$ cat config.mk
export PLATFORM = sky130hd
export DESIGN_NAME = pkim_irq_block
export DESIGN_NICKNAME = d
export VERILOG_FILES = /design/src/hdl/pkim_pkg.sv /design/src/hdl/pkim_sticky.sv /design/src/hdl/pkim_irq_block.sv
export SDC_FILE = /design/constraint.sdc
export NUM_CORES = 1
export LEC_CHECK = 0
export ABC_AREA = 1
export BUFFER_PORTS_ARGS = -buffer_cell sky130_fd_sc_hd__buf_2
export CORE_UTILIZATION = 55
export DETAILED_ROUTE_END_ITERATION = 10
export PLACE_DENSITY = 0.8
export SYNTH_ARGS = -nofsm -noshare
export SYNTH_HDL_FRONTEND = slang
export SYNTH_SLANG_ARGS = --single-unit
$ cat constraint.sdc
create_clock -name clock -period 1.8 [get_ports clock]
set_input_delay 0.27 -clock clock [delete_from_list [all_inputs] [get_ports clock]]
set_output_delay 0.27 -clock clock [all_outputs]
set_load 0.01 [all_outputs]
$ cat src/hdl/pkim_pkg.sv
// Notes on behaviour
// - Bank-1 TX accepted interrupt set, cleared with request.
// - Bank-0 TX accepted interrupt cleared with request bit1.
// - CRC error or post-delimiter loss raises CRC interrupt.
// - RX complete interrupt set, cleared with receive-complete flag.
// - TX complete interrupt set, cleared with transmit-done flag.
// - Status bits clear on zero only, ignore mask.
// - PLL unlock during transmit or receive sets interrupt.
// - Auto-ack ready interrupt only while auto-ack enabled.
// - Transmit request flag sets when data write completes.
// - Transmit-done flag reads one once transmission completes.
// - Receive-complete flag holds until host writes zero.
// - CRC flag: one good, overwritten, cleared by zero.
// - Clearing CRC flag leaves CRC error interrupts set.
// - Receive indication register needs core clock enable.
// - Sources reported only when mask bit is one.
// - Sixteen channel-enable bits, all enabled after reset.
// - Interrupt pin held low while unmasked source pending.
package pkim_pkg;
  // Register offsets on the device register port.
  localparam logic [7:0] PKIM_OFS_STATUS_THREE = 8'h26;
  localparam logic [7:0] PKIM_OFS_STATUS_FOUR = 8'h27;
  localparam logic [7:0] PKIM_OFS_TX_REQ = 8'h28;
  localparam logic [7:0] PKIM_OFS_RX_IND = 8'h29;
  localparam logic [7:0] PKIM_OFS_MASK_ONE = 8'h2a;
  localparam logic [7:0] PKIM_OFS_MASK_TWO = 8'h2b;
  localparam logic [7:0] PKIM_OFS_MASK_THREE = 8'h2c;
  localparam logic [7:0] PKIM_OFS_MASK_FOUR = 8'h2d;
  localparam logic [7:0] PKIM_OFS_CH_LOW = 8'h2e;
  localparam logic [7:0] PKIM_OFS_CH_HIGH = 8'h2f;

  // Field positions in the request/confirm and indication registers.
  localparam int PKIM_BIT_BANK1_HI = 5;
  localparam int PKIM_BIT_BANK1_LO = 4;
  localparam int PKIM_BIT_BANK0_HI = 1;
  localparam int PKIM_BIT_BANK0_LO = 0;

  // Field positions in status group three.
  localparam int PKIM_G3_TXACC1 = 7;
  localparam int PKIM_G3_TXACC0 = 6;
  localparam int PKIM_G3_CRC1 = 5;
  localparam int PKIM_G3_CRC0 = 4;
  localparam int PKIM_G3_RXD1 = 3;
  localparam int PKIM_G3_RXD0 = 2;
  localparam int PKIM_G3_TXD1 = 1;
  localparam int PKIM_G3_TXD0 = 0;

  // Field positions in status group four.
  localparam int PKIM_G4_PLL = 1;
  localparam int PKIM_G4_ACK = 0;

  // Reset values.
  localparam logic [7:0] PKIM_RST_MASK_ONE = 8'hff;
  localparam logic [7:0] PKIM_RST_MASK_TWO = 8'hff;
  localparam logic [7:0] PKIM_RST_MASK_THREE = 8'hff;
  localparam logic [7:0] PKIM_RST_MASK_FOUR = 8'h03;
  localparam logic [7:0] PKIM_RST_CH = 8'hff;
  localparam logic [7:0] PKIM_RST_ZERO = 8'h00;

  // One register access from the serial interface decoder.
  typedef struct packed {
    logic write;
    logic read;
    logic [7:0] addr;
    logic [7:0] wdata;
  } pkim_reg_req_t;

  // Event pulses from the FIFO engines and RF state machine, bit 1 is bank 1.
  typedef struct packed {
    logic [1:0] tx_stored;
    logic [1:0] tx_done;
    logic [1:0] rx_done;
    logic [1:0] crc_good;
    logic [1:0] rx_lost;
    logic pll_unlock;
    logic trx_active;
    logic ack_ready;
  } pkim_events_t;
endpackage

$ cat src/hdl/pkim_sticky.sv
`timescale 1ns/10ps
`default_nettype none
// Sticky flags that hardware sets and software clears by writing zero.
module pkim_sticky import pkim_pkg::*; #(
  parameter int WIDTH = 8
) (
  input wire logic clock,
  input wire logic reset,
  input wire logic [WIDTH-1:0] set,
  input wire logic write_en,
  input wire logic [WIDTH-1:0] wdata,
  input wire logic [WIDTH-1:0] hw_clear,
  output logic [WIDTH-1:0] q
);
  logic [WIDTH-1:0] next_q;

  // A set in the same cycle as a clear wins, so no event is lost.
  for (genvar i = 0; i < WIDTH; i++) begin : g_bit
    always_comb begin
      next_q[i] = set[i] | (q[i] & ~((write_en & ~wdata[i]) | hw_clear[i]));
    end
  end

  // Writing a one leaves the flag as it was.
  always_ff @(posedge clock) begin
    if (reset) begin
      q <= '0;
    end else begin
      q <= next_q;
    end
  end
endmodule
`default_nettype wire

$ cat src/hdl/pkim_irq_block.sv
`timescale 1ns/10ps
`default_nettype none
module pkim_irq_block import pkim_pkg::*; (
  input wire logic clock,
  input wire logic reset,
  input wire pkim_reg_req_t reg_req,
  output logic [7:0] reg_rdata,
  input wire logic core_clock_enable,
  input wire logic auto_ack_enable,
  input wire pkim_events_t events,
  input wire logic [5:0] irq_status_group_one,
  input wire logic [7:0] irq_status_group_two,
  output logic irq_out_n,
  output logic [1:0] tx_request,
  output logic [15:0] channel_enable
);
  // Everything this module holds besides the sticky flag banks.
  typedef struct packed {
    logic [7:0] mask_one;
    logic [7:0] mask_two;
    logic [7:0] mask_three;
    logic [7:0] mask_four;
    logic [7:0] ch_low;
    logic [7:0] ch_high;
    logic [1:0] crc_ok;
    logic [7:0] rdata;
    logic irq_n;
  } pkim_state_t;

  pkim_state_t state;
  pkim_state_t next_state;
  logic [7:0] wdata;
  logic hit_g3;
  logic hit_g4;
  logic hit_req;
  logic hit_ind;
  logic wr_g3;
  logic wr_g4;
  logic wr_req;
  logic wr_ind;
  logic [3:0] req_set;
  logic [3:0] req_wbits;
  logic [3:0] req_hwclr;
  logic [3:0] req_q;
  logic [1:0] ind_set;
  logic [1:0] ind_wbits;
  logic [1:0] ind_q;
  logic [1:0] crc_err;
  logic [7:0] g3_set;
  logic [7:0] g3_hwclr;
  logic [7:0] g3_q;
  logic [1:0] g4_set;
  logic [1:0] g4_q;
  logic pending;
  logic [7:0] read_value;

  // Address decode; the indication register is locked while the core clock is off.
  assign wdata = reg_req.wdata;
  assign hit_g3 = (reg_req.addr == PKIM_OFS_STATUS_THREE);
  assign hit_g4 = (reg_req.addr == PKIM_OFS_STATUS_FOUR);
  assign hit_req = (reg_req.addr == PKIM_OFS_TX_REQ);
  assign hit_ind = (reg_req.addr == PKIM_OFS_RX_IND) && core_clock_enable;
  assign wr_g3 = reg_req.write && hit_g3;
  assign wr_g4 = reg_req.write && hit_g4;
  assign wr_req = reg_req.write && hit_req;
  assign wr_ind = reg_req.write && hit_ind;

  // Request/confirm flags: [3] request 1, [2] done 1, [1] request 0, [0] done 0.
  // A write of ones cannot set these, software only ever clears them.
  assign req_set = {events.tx_stored[1], events.tx_done[1], events.tx_stored[0], events.tx_done[0]};
  assign req_wbits = {wdata[PKIM_BIT_BANK1_HI], wdata[PKIM_BIT_BANK1_LO],
                      wdata[PKIM_BIT_BANK0_HI], wdata[PKIM_BIT_BANK0_LO]};
  // Fresh transmit data means the bank is not yet sent, so the done flag drops.
  assign req_hwclr = {1'b0, events.tx_stored[1], 1'b0, events.tx_stored[0]};

  pkim_sticky #(.WIDTH(4)) u_req (
    .clock(clock),
    .reset(reset),
    .set(req_set),
    .write_en(wr_req),
    .wdata(req_wbits),
    .hw_clear(req_hwclr),
    .q(req_q)
  );

  // Receive-complete flags survive FIFO read-out and clear only on a zero write.
  assign ind_set = events.rx_done;
  assign ind_wbits = {wdata[PKIM_BIT_BANK1_HI], wdata[PKIM_BIT_BANK0_HI]};

  pkim_sticky #(.WIDTH(2)) u_ind (
    .clock(clock),
    .reset(reset),
    .set(ind_set),
    .write_en(wr_ind),
    .wdata(ind_wbits),
    .hw_clear(2'b00),
    .q(ind_q)
  );

  // A bad CRC on completion or a reception lost after the delimiter both count.
  assign crc_err = (events.rx_done & ~events.crc_good) | events.rx_lost;

  // Group three sources; status records events whatever the masks say.
  assign g3_set[PKIM_G3_TXACC1] = events.tx_stored[1];
  assign g3_set[PKIM_G3_TXACC0] = events.tx_stored[0];
  assign g3_set[PKIM_G3_CRC1] = crc_err[1];
  assign g3_set[PKIM_G3_CRC0] = crc_err[0];
  assign g3_set[PKIM_G3_RXD1] = events.rx_done[1];
  assign g3_set[PKIM_G3_RXD0] = events.rx_done[0];
  assign g3_set[PKIM_G3_TXD1] = events.tx_done[1];
  assign g3_set[PKIM_G3_TXD0] = events.tx_done[0];

  // Zero writes to the handshake flags clear the matching interrupt too.
  // The CRC interrupts have no such link and must be cleared on their own.
  assign g3_hwclr[PKIM_G3_TXACC1] = wr_req && !wdata[PKIM_BIT_BANK1_HI];
  assign g3_hwclr[PKIM_G3_TXACC0] = wr_req && !wdata[PKIM_BIT_BANK0_HI];
  assign g3_hwclr[PKIM_G3_CRC1] = 1'b0;
  assign g3_hwclr[PKIM_G3_CRC0] = 1'b0;
  assign g3_hwclr[PKIM_G3_RXD1] = wr_ind && !wdata[PKIM_BIT_BANK1_HI];
  assign g3_hwclr[PKIM_G3_RXD0] = wr_ind && !wdata[PKIM_BIT_BANK0_HI];
  assign g3_hwclr[PKIM_G3_TXD1] = wr_req && !wdata[PKIM_BIT_BANK1_LO];
  assign g3_hwclr[PKIM_G3_TXD0] = wr_req && !wdata[PKIM_BIT_BANK0_LO];

  pkim_sticky #(.WIDTH(8)) u_g3 (
    .clock(clock),
    .reset(reset),
    .set(g3_set),
    .write_en(wr_g3),
    .wdata(wdata),
    .hw_clear(g3_hwclr),
    .q(g3_q)
  );

  // Group four: PLL unlock counts only in a transmit or receive state.
  assign g4_set[PKIM_G4_PLL] = events.pll_unlock && events.trx_active;
  assign g4_set[PKIM_G4_ACK] = events.ack_ready && auto_ack_enable;

  pkim_sticky #(.WIDTH(2)) u_g4 (
    .clock(clock),
    .reset(reset),
    .set(g4_set),
    .write_en(wr_g4),
    .wdata(wdata[1:0]),
    .hw_clear(2'b00),
    .q(g4_q)
  );

  // Each source is reported only where its mask bit is one.
  assign pending = |(irq_status_group_one & state.mask_one[5:0])
                 | |(irq_status_group_two & state.mask_two)
                 | |(g3_q & state.mask_three)
                 | |(g4_q & state.mask_four[1:0]);

  // Read multiplexer; reserved bits and unmapped offsets read as zero.
  always_comb begin
    read_value = PKIM_RST_ZERO;
    case (reg_req.addr)
      PKIM_OFS_STATUS_THREE: begin
        read_value = g3_q;
      end
      PKIM_OFS_STATUS_FOUR: begin
        read_value = {6'b00_0000, g4_q};
      end
      PKIM_OFS_TX_REQ: begin
        read_value[PKIM_BIT_BANK1_HI] = req_q[3];
        read_value[PKIM_BIT_BANK1_LO] = req_q[2];
        read_value[PKIM_BIT_BANK0_HI] = req_q[1];
        read_value[PKIM_BIT_BANK0_LO] = req_q[0];
      end
      PKIM_OFS_RX_IND: begin
        if (core_clock_enable) begin
          read_value[PKIM_BIT_BANK1_HI] = ind_q[1];
          read_value[PKIM_BIT_BANK1_LO] = state.crc_ok[1];
          read_value[PKIM_BIT_BANK0_HI] = ind_q[0];
          read_value[PKIM_BIT_BANK0_LO] = state.crc_ok[0];
        end
      end
      PKIM_OFS_MASK_ONE: begin
        read_value = state.mask_one;
      end
      PKIM_OFS_MASK_TWO: begin
        read_value = state.mask_two;
      end
      PKIM_OFS_MASK_THREE: begin
        read_value = state.mask_three;
      end
      PKIM_OFS_MASK_FOUR: begin
        read_value = state.mask_four;
      end
      PKIM_OFS_CH_LOW: begin
        read_value = state.ch_low;
      end
      PKIM_OFS_CH_HIGH: begin
        read_value = state.ch_high;
      end
      default: begin
        read_value = PKIM_RST_ZERO;
      end
    endcase
  end

  // Next-state logic for masks, channel enables, CRC results and the pin.
  always_comb begin
    next_state = state;
    if (reg_req.write) begin
      case (reg_req.addr)
        PKIM_OFS_MASK_ONE: begin
          next_state.mask_one = wdata;
        end
        PKIM_OFS_MASK_TWO: begin
          next_state.mask_two = wdata;
        end
        PKIM_OFS_MASK_THREE: begin
          next_state.mask_three = wdata;
        end
        PKIM_OFS_MASK_FOUR: begin
          next_state.mask_four = wdata;
        end
        PKIM_OFS_CH_LOW: begin
          next_state.ch_low = wdata;
        end
        PKIM_OFS_CH_HIGH: begin
          next_state.ch_high = wdata;
        end
        default: begin
          next_state.mask_one = state.mask_one;
        end
      endcase
    end
    // A zero write clears a CRC result; a new packet result overrides it.
    if (wr_ind && !wdata[PKIM_BIT_BANK1_LO]) begin
      next_state.crc_ok[1] = 1'b0;
    end
    if (wr_ind && !wdata[PKIM_BIT_BANK0_LO]) begin
      next_state.crc_ok[0] = 1'b0;
    end
    for (int b = 0; b < 2; b++) begin
      if (events.rx_done[b]) begin
        next_state.crc_ok[b] = events.crc_good[b];
      end else if (events.rx_lost[b]) begin
        next_state.crc_ok[b] = 1'b0;
      end
    end
    if (reg_req.read) begin
      next_state.rdata = read_value;
    end
    // The pin is recomputed each clock and stays low while anything is pending.
    next_state.irq_n = !pending;
  end

  // State register with its power-on defaults.
  always_ff @(posedge clock) begin
    if (reset) begin
      state.mask_one <= PKIM_RST_MASK_ONE;
      state.mask_two <= PKIM_RST_MASK_TWO;
      state.mask_three <= PKIM_RST_MASK_THREE;
      state.mask_four <= PKIM_RST_MASK_FOUR;
      state.ch_low <= PKIM_RST_CH;
      state.ch_high <= PKIM_RST_CH;
      state.crc_ok <= 2'b00;
      state.rdata <= PKIM_RST_ZERO;
      state.irq_n <= 1'b1;
    end else begin
      state <= next_state;
    end
  end

  assign reg_rdata = state.rdata;
  assign irq_out_n = state.irq_n;
  assign tx_request = {req_q[3], req_q[1]};
  assign channel_enable = {state.ch_high, state.ch_low};
endmodule
`default_nettype wire

==> metrics.txt, run 1 <==
DR iter-0 viols 412; clock sink total 75; TritonCTS clock tree yes; top cells by area, synth dfxtp_1, nand2_1, nand3_1, buf_4, o211ai_1; Initial Utilization 57.2%; Worst Max-Slew Pin Slew 0.499 ns; final setup vio count 0; Reg area 1500 um^2; detailed-route DRC error count 0; Worst VDD drop 0.404 mV; Pleak 2.15 nW; fillcell total 617; width of the chip 86.1 um; gr usage total 31.3%; cell taking the most area after synthesis dfxtp_1; Critical Path End Type register; root buf cell clkbuf_8; Nets 633; Synth Register Bits 75; Post-CTS Resized 0; PortBufs 75; via count 3,884; worst min path class in2reg; n_diodes 0; setup repair bufs after CTS 0; DRT antenna net count 0; Final Hold Violating Endpoints 0; Req. time, crit path 2.10 ns; multi-input logic area 1880 um^2; Final TNS setup 0 ns; Post-synth EDFFs 0; Post-Syn Nets 580; dpl cell area 4180 um^2; Avg WL per Cell 16.4 um; yosys synthesis warning count 0; RSZ-0062 raised after global routing no; Final Non-Filler Cells 685; critical path data arrival time 1.61 ns; Synth top area share 38.6%; global-route wire length before repair 17,500 um; Synth Flop Type dfxtp_1; vias in the first global route 3,482; initial antenna violation count 0; relative slew slack 66.7%; Synth Cell Area 3890 um^2; Fmax 0.763 GHz; Area Overhead vs Synth 11.9%; clk slew on worst S/H paths 0.08 ns; fraction of layout cells with a size suffix above 1 25.0%; largest net degree at the start of global routing 45; CP Max Fanout 44; Slew Viols, Final 0; die footprint 7410 um^2; Cell variety after synth 29; Vias/cell 5.67; final worst path period share 72.8%; CTS Buf Count 9; Critical Path Source Type input pin; max-capacitance violation count 0; Avg Inst Size Synth 7.32 um^2; Final HPWL DP 8430 um; H-tree Lvls 3; GR Overflow Total 0; later-pin clock latency in the skew report 0.37 ns; Post-Synthesis Cells 531; Synth top cells by count nand2_1, dfxtp_1, inv_1, nand3_1, nor2_1; WL final 11,300 um; sequential area share after synthesis 38.6%; power consumption 3.22 mW; clock tree buffer depth 2; die height 86.1 um; Tmin final 1.31 ns; Final Cell Area 4350 um^2; placed insts 669; most frequent cell after synthesis nand2_1; core area 6790 um^2; ys async rst share 0%; Worst R2R Setup Slack 0.68 ns; Initial DRT Pass Iterations 5; Crit Path Class in2reg; GPL Wtd Cong 0.968; io pins 76; Power Dens Cells 740 nW/um^2; row count 30; status completed; hold_buf cts 0; clock skew 0.00992 ns
## stage by stage
step | worst slack [ns] | hold WS, ns | util, %
floorplan | 0.536 | 0.396 | -
detailed placement | 0.155 | 0.454 | 61.6
global route | 0.371 | 0.166 | 64.1
global placement | 0.200 | 0.451 | 61.6
finish | 0.490 | 0.153 | 64.1
CTS | 0.526 | 0.157 | 64.1
## where the power goes
| part | internal [mW] | leakage [nW] | switching, mW |
|---|---|---|---|
| logic | 0.106 | 1.46 | 0.205 |
| registers | 1.69 | 0.612 | 0.0259 |
| clock network | 0.500 | 0.0787 | 0.693 |
## critical path: stages
cell,delay [ns]
buf_2,0.10
inv_1,0.05
nand2_1,0.07
nor2_4,0.14
buf_12,0.22
nand2_2,0.12
o21ai_0,0.31
nor2_1,0.07
nand2_1,0.07
nand2_1,0.06
a21oi_2,0.12
## flip-flops by register name, summed over array words and instances, names as in the netlist
register        count
u_ind.q             2
reg_rdata           8
u_req.q             4
channel_enable     16
state              34
irq_out_n           1
u_g3.q              8
u_g4.q              2
## metal layers
| metal | up-vias | share of wire, % | GRT usage, % |
|---|---|---|---|
| li1 | 1844 | - | - |
| met1 | 1797 | 42 | 41.7 |
| met2 | 214 | 46 | 49.0 |
| met3 | 29 | 9.6 | 6.74 |
| met4 | 0 | 2.4 | 12.9 |
| met5 | - | 0 | 0 |
## area by class of cell
cell class,count,share of cell area (%)
inverter,57,4.92
timing repair buffer,86,10.8
tap,96,2.76
sequential,75,34.5
clock buffer,10,2.93
multi-input combinational,355,43.1
clock inverter,6,0.949
## path summary, 6_finish.rpt
kind | start | to | cells past startpoint
max | reg_req[12] | reg_rdata[6]$_SDFFE_PP0P_ | 11
min | auto_ack_enable | u_g4.q[0]$_SDFF_PP0_ | 3
max reg2reg | state[28]$_SDFFE_PP1P_ | irq_out_n$_SDFF_PP1_ | 5
min reg2reg | reg_rdata[7]$_SDFFE_PP0P_ | reg_rdata[7]$_SDFFE_PP0P_ | 2
## cell families (layout without fill, tap and decap cells)
family	Yosys count	count (layout)	share of synthesized area, %
and+or+nand+nor	234	234	27.9
buffers and inverters	101	159	13.3
DFF	75	75	38.6
AOI/OAI and AO/OA	121	121	20.2
## cells in the final DEF, fill, tap and decap left out, types with 5 or more instances in the layout
master	Yosys	routed
a21oi_2	5	5
inv_2	5	5
o211ai_2	8	8
o21ai_0	24	24
nand2_1	108	108
a21oi_1	38	38
o21ai_1	9	9
clkbuf_8	0	9
buf_2	5	75
nor2_4	9	10
nand3_1	52	52
nand2_2	8	8
nor2_1	43	42
inv_1	52	52
dfxtp_1	75	75
buf_4	31	10
o211ai_1	29	29
Note: power is estimated with default switching activity, not from simulation.
==> run 2, diff against run 1 <==
--- a/config.mk
+++ b/config.mk
@@ -5,11 +5,11 @@
 export SDC_FILE = /design/constraint.sdc
 export NUM_CORES = 1
 export LEC_CHECK = 0
-export ABC_AREA = 1
+export ABC_AREA = 0
 export BUFFER_PORTS_ARGS = -buffer_cell sky130_fd_sc_hd__buf_2
-export CORE_UTILIZATION = 55
+export CORE_UTILIZATION = 50
 export DETAILED_ROUTE_END_ITERATION = 10
-export PLACE_DENSITY = 0.8
+export PLACE_DENSITY = 0.76
 export SYNTH_ARGS = -nofsm -noshare
 export SYNTH_HDL_FRONTEND = slang
 export SYNTH_SLANG_ARGS = --single-unit
==> constraint.sdc (replaced) <==
create_clock -name clock -period 1.1 [get_ports clock]
set_input_delay 0.165 -clock clock [delete_from_list [all_inputs] [get_ports clock]]
set_output_delay 0.165 -clock clock [all_outputs]
set_load 0.01 [all_outputs]
==> run 2 against run 1 <==
  * The flow now finishes with violations (negative setup slack)
  * First-iteration DRC count increased by 27%
  * Sequential power is 64% higher
  * Critical path type is now reg2reg
  * Clock skew about the same
  * Via count grew 13%
  * Largest power group unchanged
  * Synthesized cell count decreased by 13%
  * Non-clock buffer count rose by 91
  * Setup slack got worse by 0.80 ns
  * Area after synthesis fell by 1.8%
  * Sequential share of layout area is 9.0 points lower
  * Combinational power rose to 2.9 times the previous value
  * Final area increased by 38%
  * Global-route usage increased by 5.7 points
==> metrics.txt, run 2 <==
clock sink total 75 (unchanged); Slew Viols, Final 0 (unchanged); clock tree buffer depth 2 (unchanged); fraction of layout cells with a size suffix above 1 57.9% (was 25.0%); Vias/cell 6.31 (was 5.67); Critical Path Source Type register (was input pin); Final Hold Violating Endpoints 0 (unchanged); Avg WL per Cell 22.8 um (was 16.4 um); Req. time, crit path 1.37 ns (was 2.10 ns); Biggest register state (unchanged); Synth top cells by count nand2_1, dfxtp_1, nand3_1, mux2i_1 (was nand2_1, dfxtp_1, inv_1, nand3_1, nor2_1); Worst Max-Slew Pin Slew 0.398 ns (was 0.499 ns); io pins 76 (unchanged); die footprint 7990 um^2 (was 7410 um^2); initial antenna violation count 0 (unchanged); width of the chip 89.4 um (was 86.1 um); Initial DRT Pass Iterations 5 (unchanged); clock skew 0.00973 ns (was 0.00992 ns); Tmin final 1.41 ns; TritonCTS clock tree yes (unchanged); worst setup path startpoint state[29]$_SDFFE_PP0P_ (was reg_req[12]); Hold WS 0.0270 ns (was 0.153 ns); DR iter-0 viols 523 (was 412); commonest non-fill, non-tap cell in the layout nand2_1 (unchanged); PortBufs 75 (unchanged); Post-synth EDFFs 0 (unchanged); top cells by area, synth dfxtp_1, nand2_1, mux2i_1, buf_4, nand3_1 (was dfxtp_1, nand2_1, nand3_1, buf_4, o211ai_1); Synth Register Bits 75 (unchanged); core area 7330 um^2 (was 6790 um^2); relative slew slack 73.3% (was 66.7%); n_diodes 0 (unchanged); multi-input logic area 2610 um^2 (was 1880 um^2); post-route worst setup slack -0.313 ns (was 0.490 ns); sequential area share after synthesis 39.3% (was 38.6%); Post-Synthesis Cells 462 (was 531); CP Max Fanout 2 (was 44); RSZ-0062 raised after global routing yes (was no); Final HPWL DP 9820 um (was 8430 um); critical path data arrival time 1.68 ns (was 1.61 ns); Area Overhead vs Synth 57.3% (was 11.9%); detailed-route DRC error count 0 (unchanged); status finished with violations (was completed); Synth Cell Area 3820 um^2 (was 3890 um^2); Cell variety after synth 50 (was 29); Power Dens Cells 1040 nW/um^2 (was 740 nW/um^2); hold_buf cts 0 (unchanged); worst min path class in2reg (unchanged); Nets 643 (was 633); WL final 15,900 um (was 11,300 um); clk slew on worst S/H paths 0.08 ns (about the same); CTS Buf Count 9 (unchanged); Critical Path End Type register (unchanged); fillcell total 432 (was 617); cell taking the most area after synthesis dfxtp_1 (unchanged); vias in the first global route 3,992 (was 3,482); die height 89.4 um (was 86.1 um); Fmax 0.708 GHz; GPL Wtd Cong 0.983 (was 0.968); DRT antenna net count 0 (unchanged); later-pin clock latency in the skew report 0.37 ns (about the same); Post-Syn Nets 511 (was 580); ys async rst share 0% (unchanged); Reg area 1530 um^2 (was 1500 um^2); Avg Inst Size Synth 8.27 um^2 (was 7.32 um^2); row count 31 (was 30); most frequent cell after synthesis nand2_1 (unchanged); Largest register FFs 34 (unchanged); gr usage total 36.9% (was 31.3%); commonest cells after routing, fill and taps aside nand2_1, buf_2, buf_4, dfxtp_1, buf_6 (was nand2_1, dfxtp_1, buf_2, inv_1, nand3_1); yosys synthesis warning count 0 (unchanged); H-tree Lvls 3 (unchanged); hold path startpoint events[10] (was auto_ack_enable); largest net degree at the start of global routing 37 (was 45); Initial Utilization 52.1% (was 57.2%); Worst VDD drop 0.883 mV (was 0.404 mV); GR Overflow Total 0 (unchanged); global-route wire length before repair 21,300 um (was 17,500 um); r2r startpoint state[29]$_SDFFE_PP0P_ (was state[28]$_SDFFE_PP1P_); final worst path period share 128%; max-capacitance violation count 0 (unchanged); power consumption 6.26 mW (was 3.22 mW); via count 4,404 (was 3,884); Crit Path Class reg2reg (was in2reg); Synth Flop Type dfxtp_1 (unchanged); failing checks negative setup slack; root buf cell clkbuf_8 (unchanged); Pleak 2.40 nW (was 2.15 nW); Synth top area share 39.3% (was 38.6%); final setup vio count 76 (was 0)
-- run 2: cell count changes in the layout (fill, tap and decap cells not counted), sizes merged, moves of 17 or more --
cell | before | now
a21oi | 43 | 26
a22oi | 0 | 18
buf | 86 | 177
inv | 58 | 8
mux2i | 0 | 28
nand2 | 117 | 92
nand3 | 52 | 30
nor2 | 57 | 17
o211ai | 37 | 4
o21ai | 37 | 16
-- run 2: what timing repair did --
action | CTS | global route
gates resized for setup | 123 | 108
pin swaps | 66 | 41
setup endpoints to repair | 84 | 89
setup buffers | 7 | 11
endpoints found under the hold margin | 0 | 0
-- run 2: per-stage QoR --
| step | cell area [um^2] | cells | worst slack [ns] | TNS, ns | util (%) |
|---|---|---|---|---|---|
| 3_3_place_gp | 4770 | 667 | -0.565 | -33.83 | 65.1 |
| 3_5_place_dp | 4770 | 667 | -0.559 | -34.56 | 65.1 |
| 4_1_cts | 5510 | 689 | -0.290 | -5.53 | 75.2 |
| 5_1_grt | 6010 | 698 | -0.344 | -13.75 | 82.0 |
| 2_1_floorplan | 3920 | 462 | -0.373 | -20.17 | - |
| 6_report | 6010 | 698 | -0.313 | -9.93 | 82.0 |
-- run 2: area by class of cell --
cell class / instances / share of cell area, %
multi-input cells: 323 / 43.5
clock buffers: 12 / 2.58
clock inverters: 4 / 1.21
well taps: 99 / 2.06
inverters: 8 / 0.500
flip-flops and latches: 75 / 25.4
repair buffers: 177 / 24.7
-- run 2: critical path, stage by stage (launching register included) --
cell	delay [ns]
dfxtp_1	0.32
mux2_2	0.27
a22o_1	0.22
a22oi_2	0.15
o211ai_1	0.13
a32o_1	0.22
-- run 2: path summary, 6_finish.rpt --
path,cells after the start,slack [ns],to
max,5,-0.31,reg_rdata[2]$_SDFFE_PP0P_
min,3,0.03,u_req.q[2]$_SDFF_PP0_
max reg2reg,5,-0.31,reg_rdata[2]$_SDFFE_PP0P_
min reg2reg,2,0.48,state[30]$_SDFFE_PP0P_
-- run 2: cells by family after synthesis --
group / count (synthesis) / share of synthesized area, %
buffers and inverters: 64 / 9.50
multiplexers: 35 / 9.70
flip-flops: 75 / 39.3
AND/OR/NAND/NOR: 184 / 23.1
AO/OA/AOI/OAI: 104 / 18.4
-- run 2: report_power, final --
part | internal [mW] | leakage [nW] | total (mW) | switching [mW]
sequential | 2.77 | 0.605 | 2.82 | 0.0572
clock | 1.40 | 0.113 | 2.52 | 1.13
combinational | 0.387 | 1.68 | 0.908 | 0.521
-- run 2: routing by layer --
layer	part of all wire (%)	vias up	GRT usage, %	wire length (um)
li1	-	1901	-	-
met1	38	2089	45.2	5960
met2	48	324	62.2	7580
met3	9.6	90	9.14	1530
met4	5.1	0	15.0	811
met5	0	-	0	0
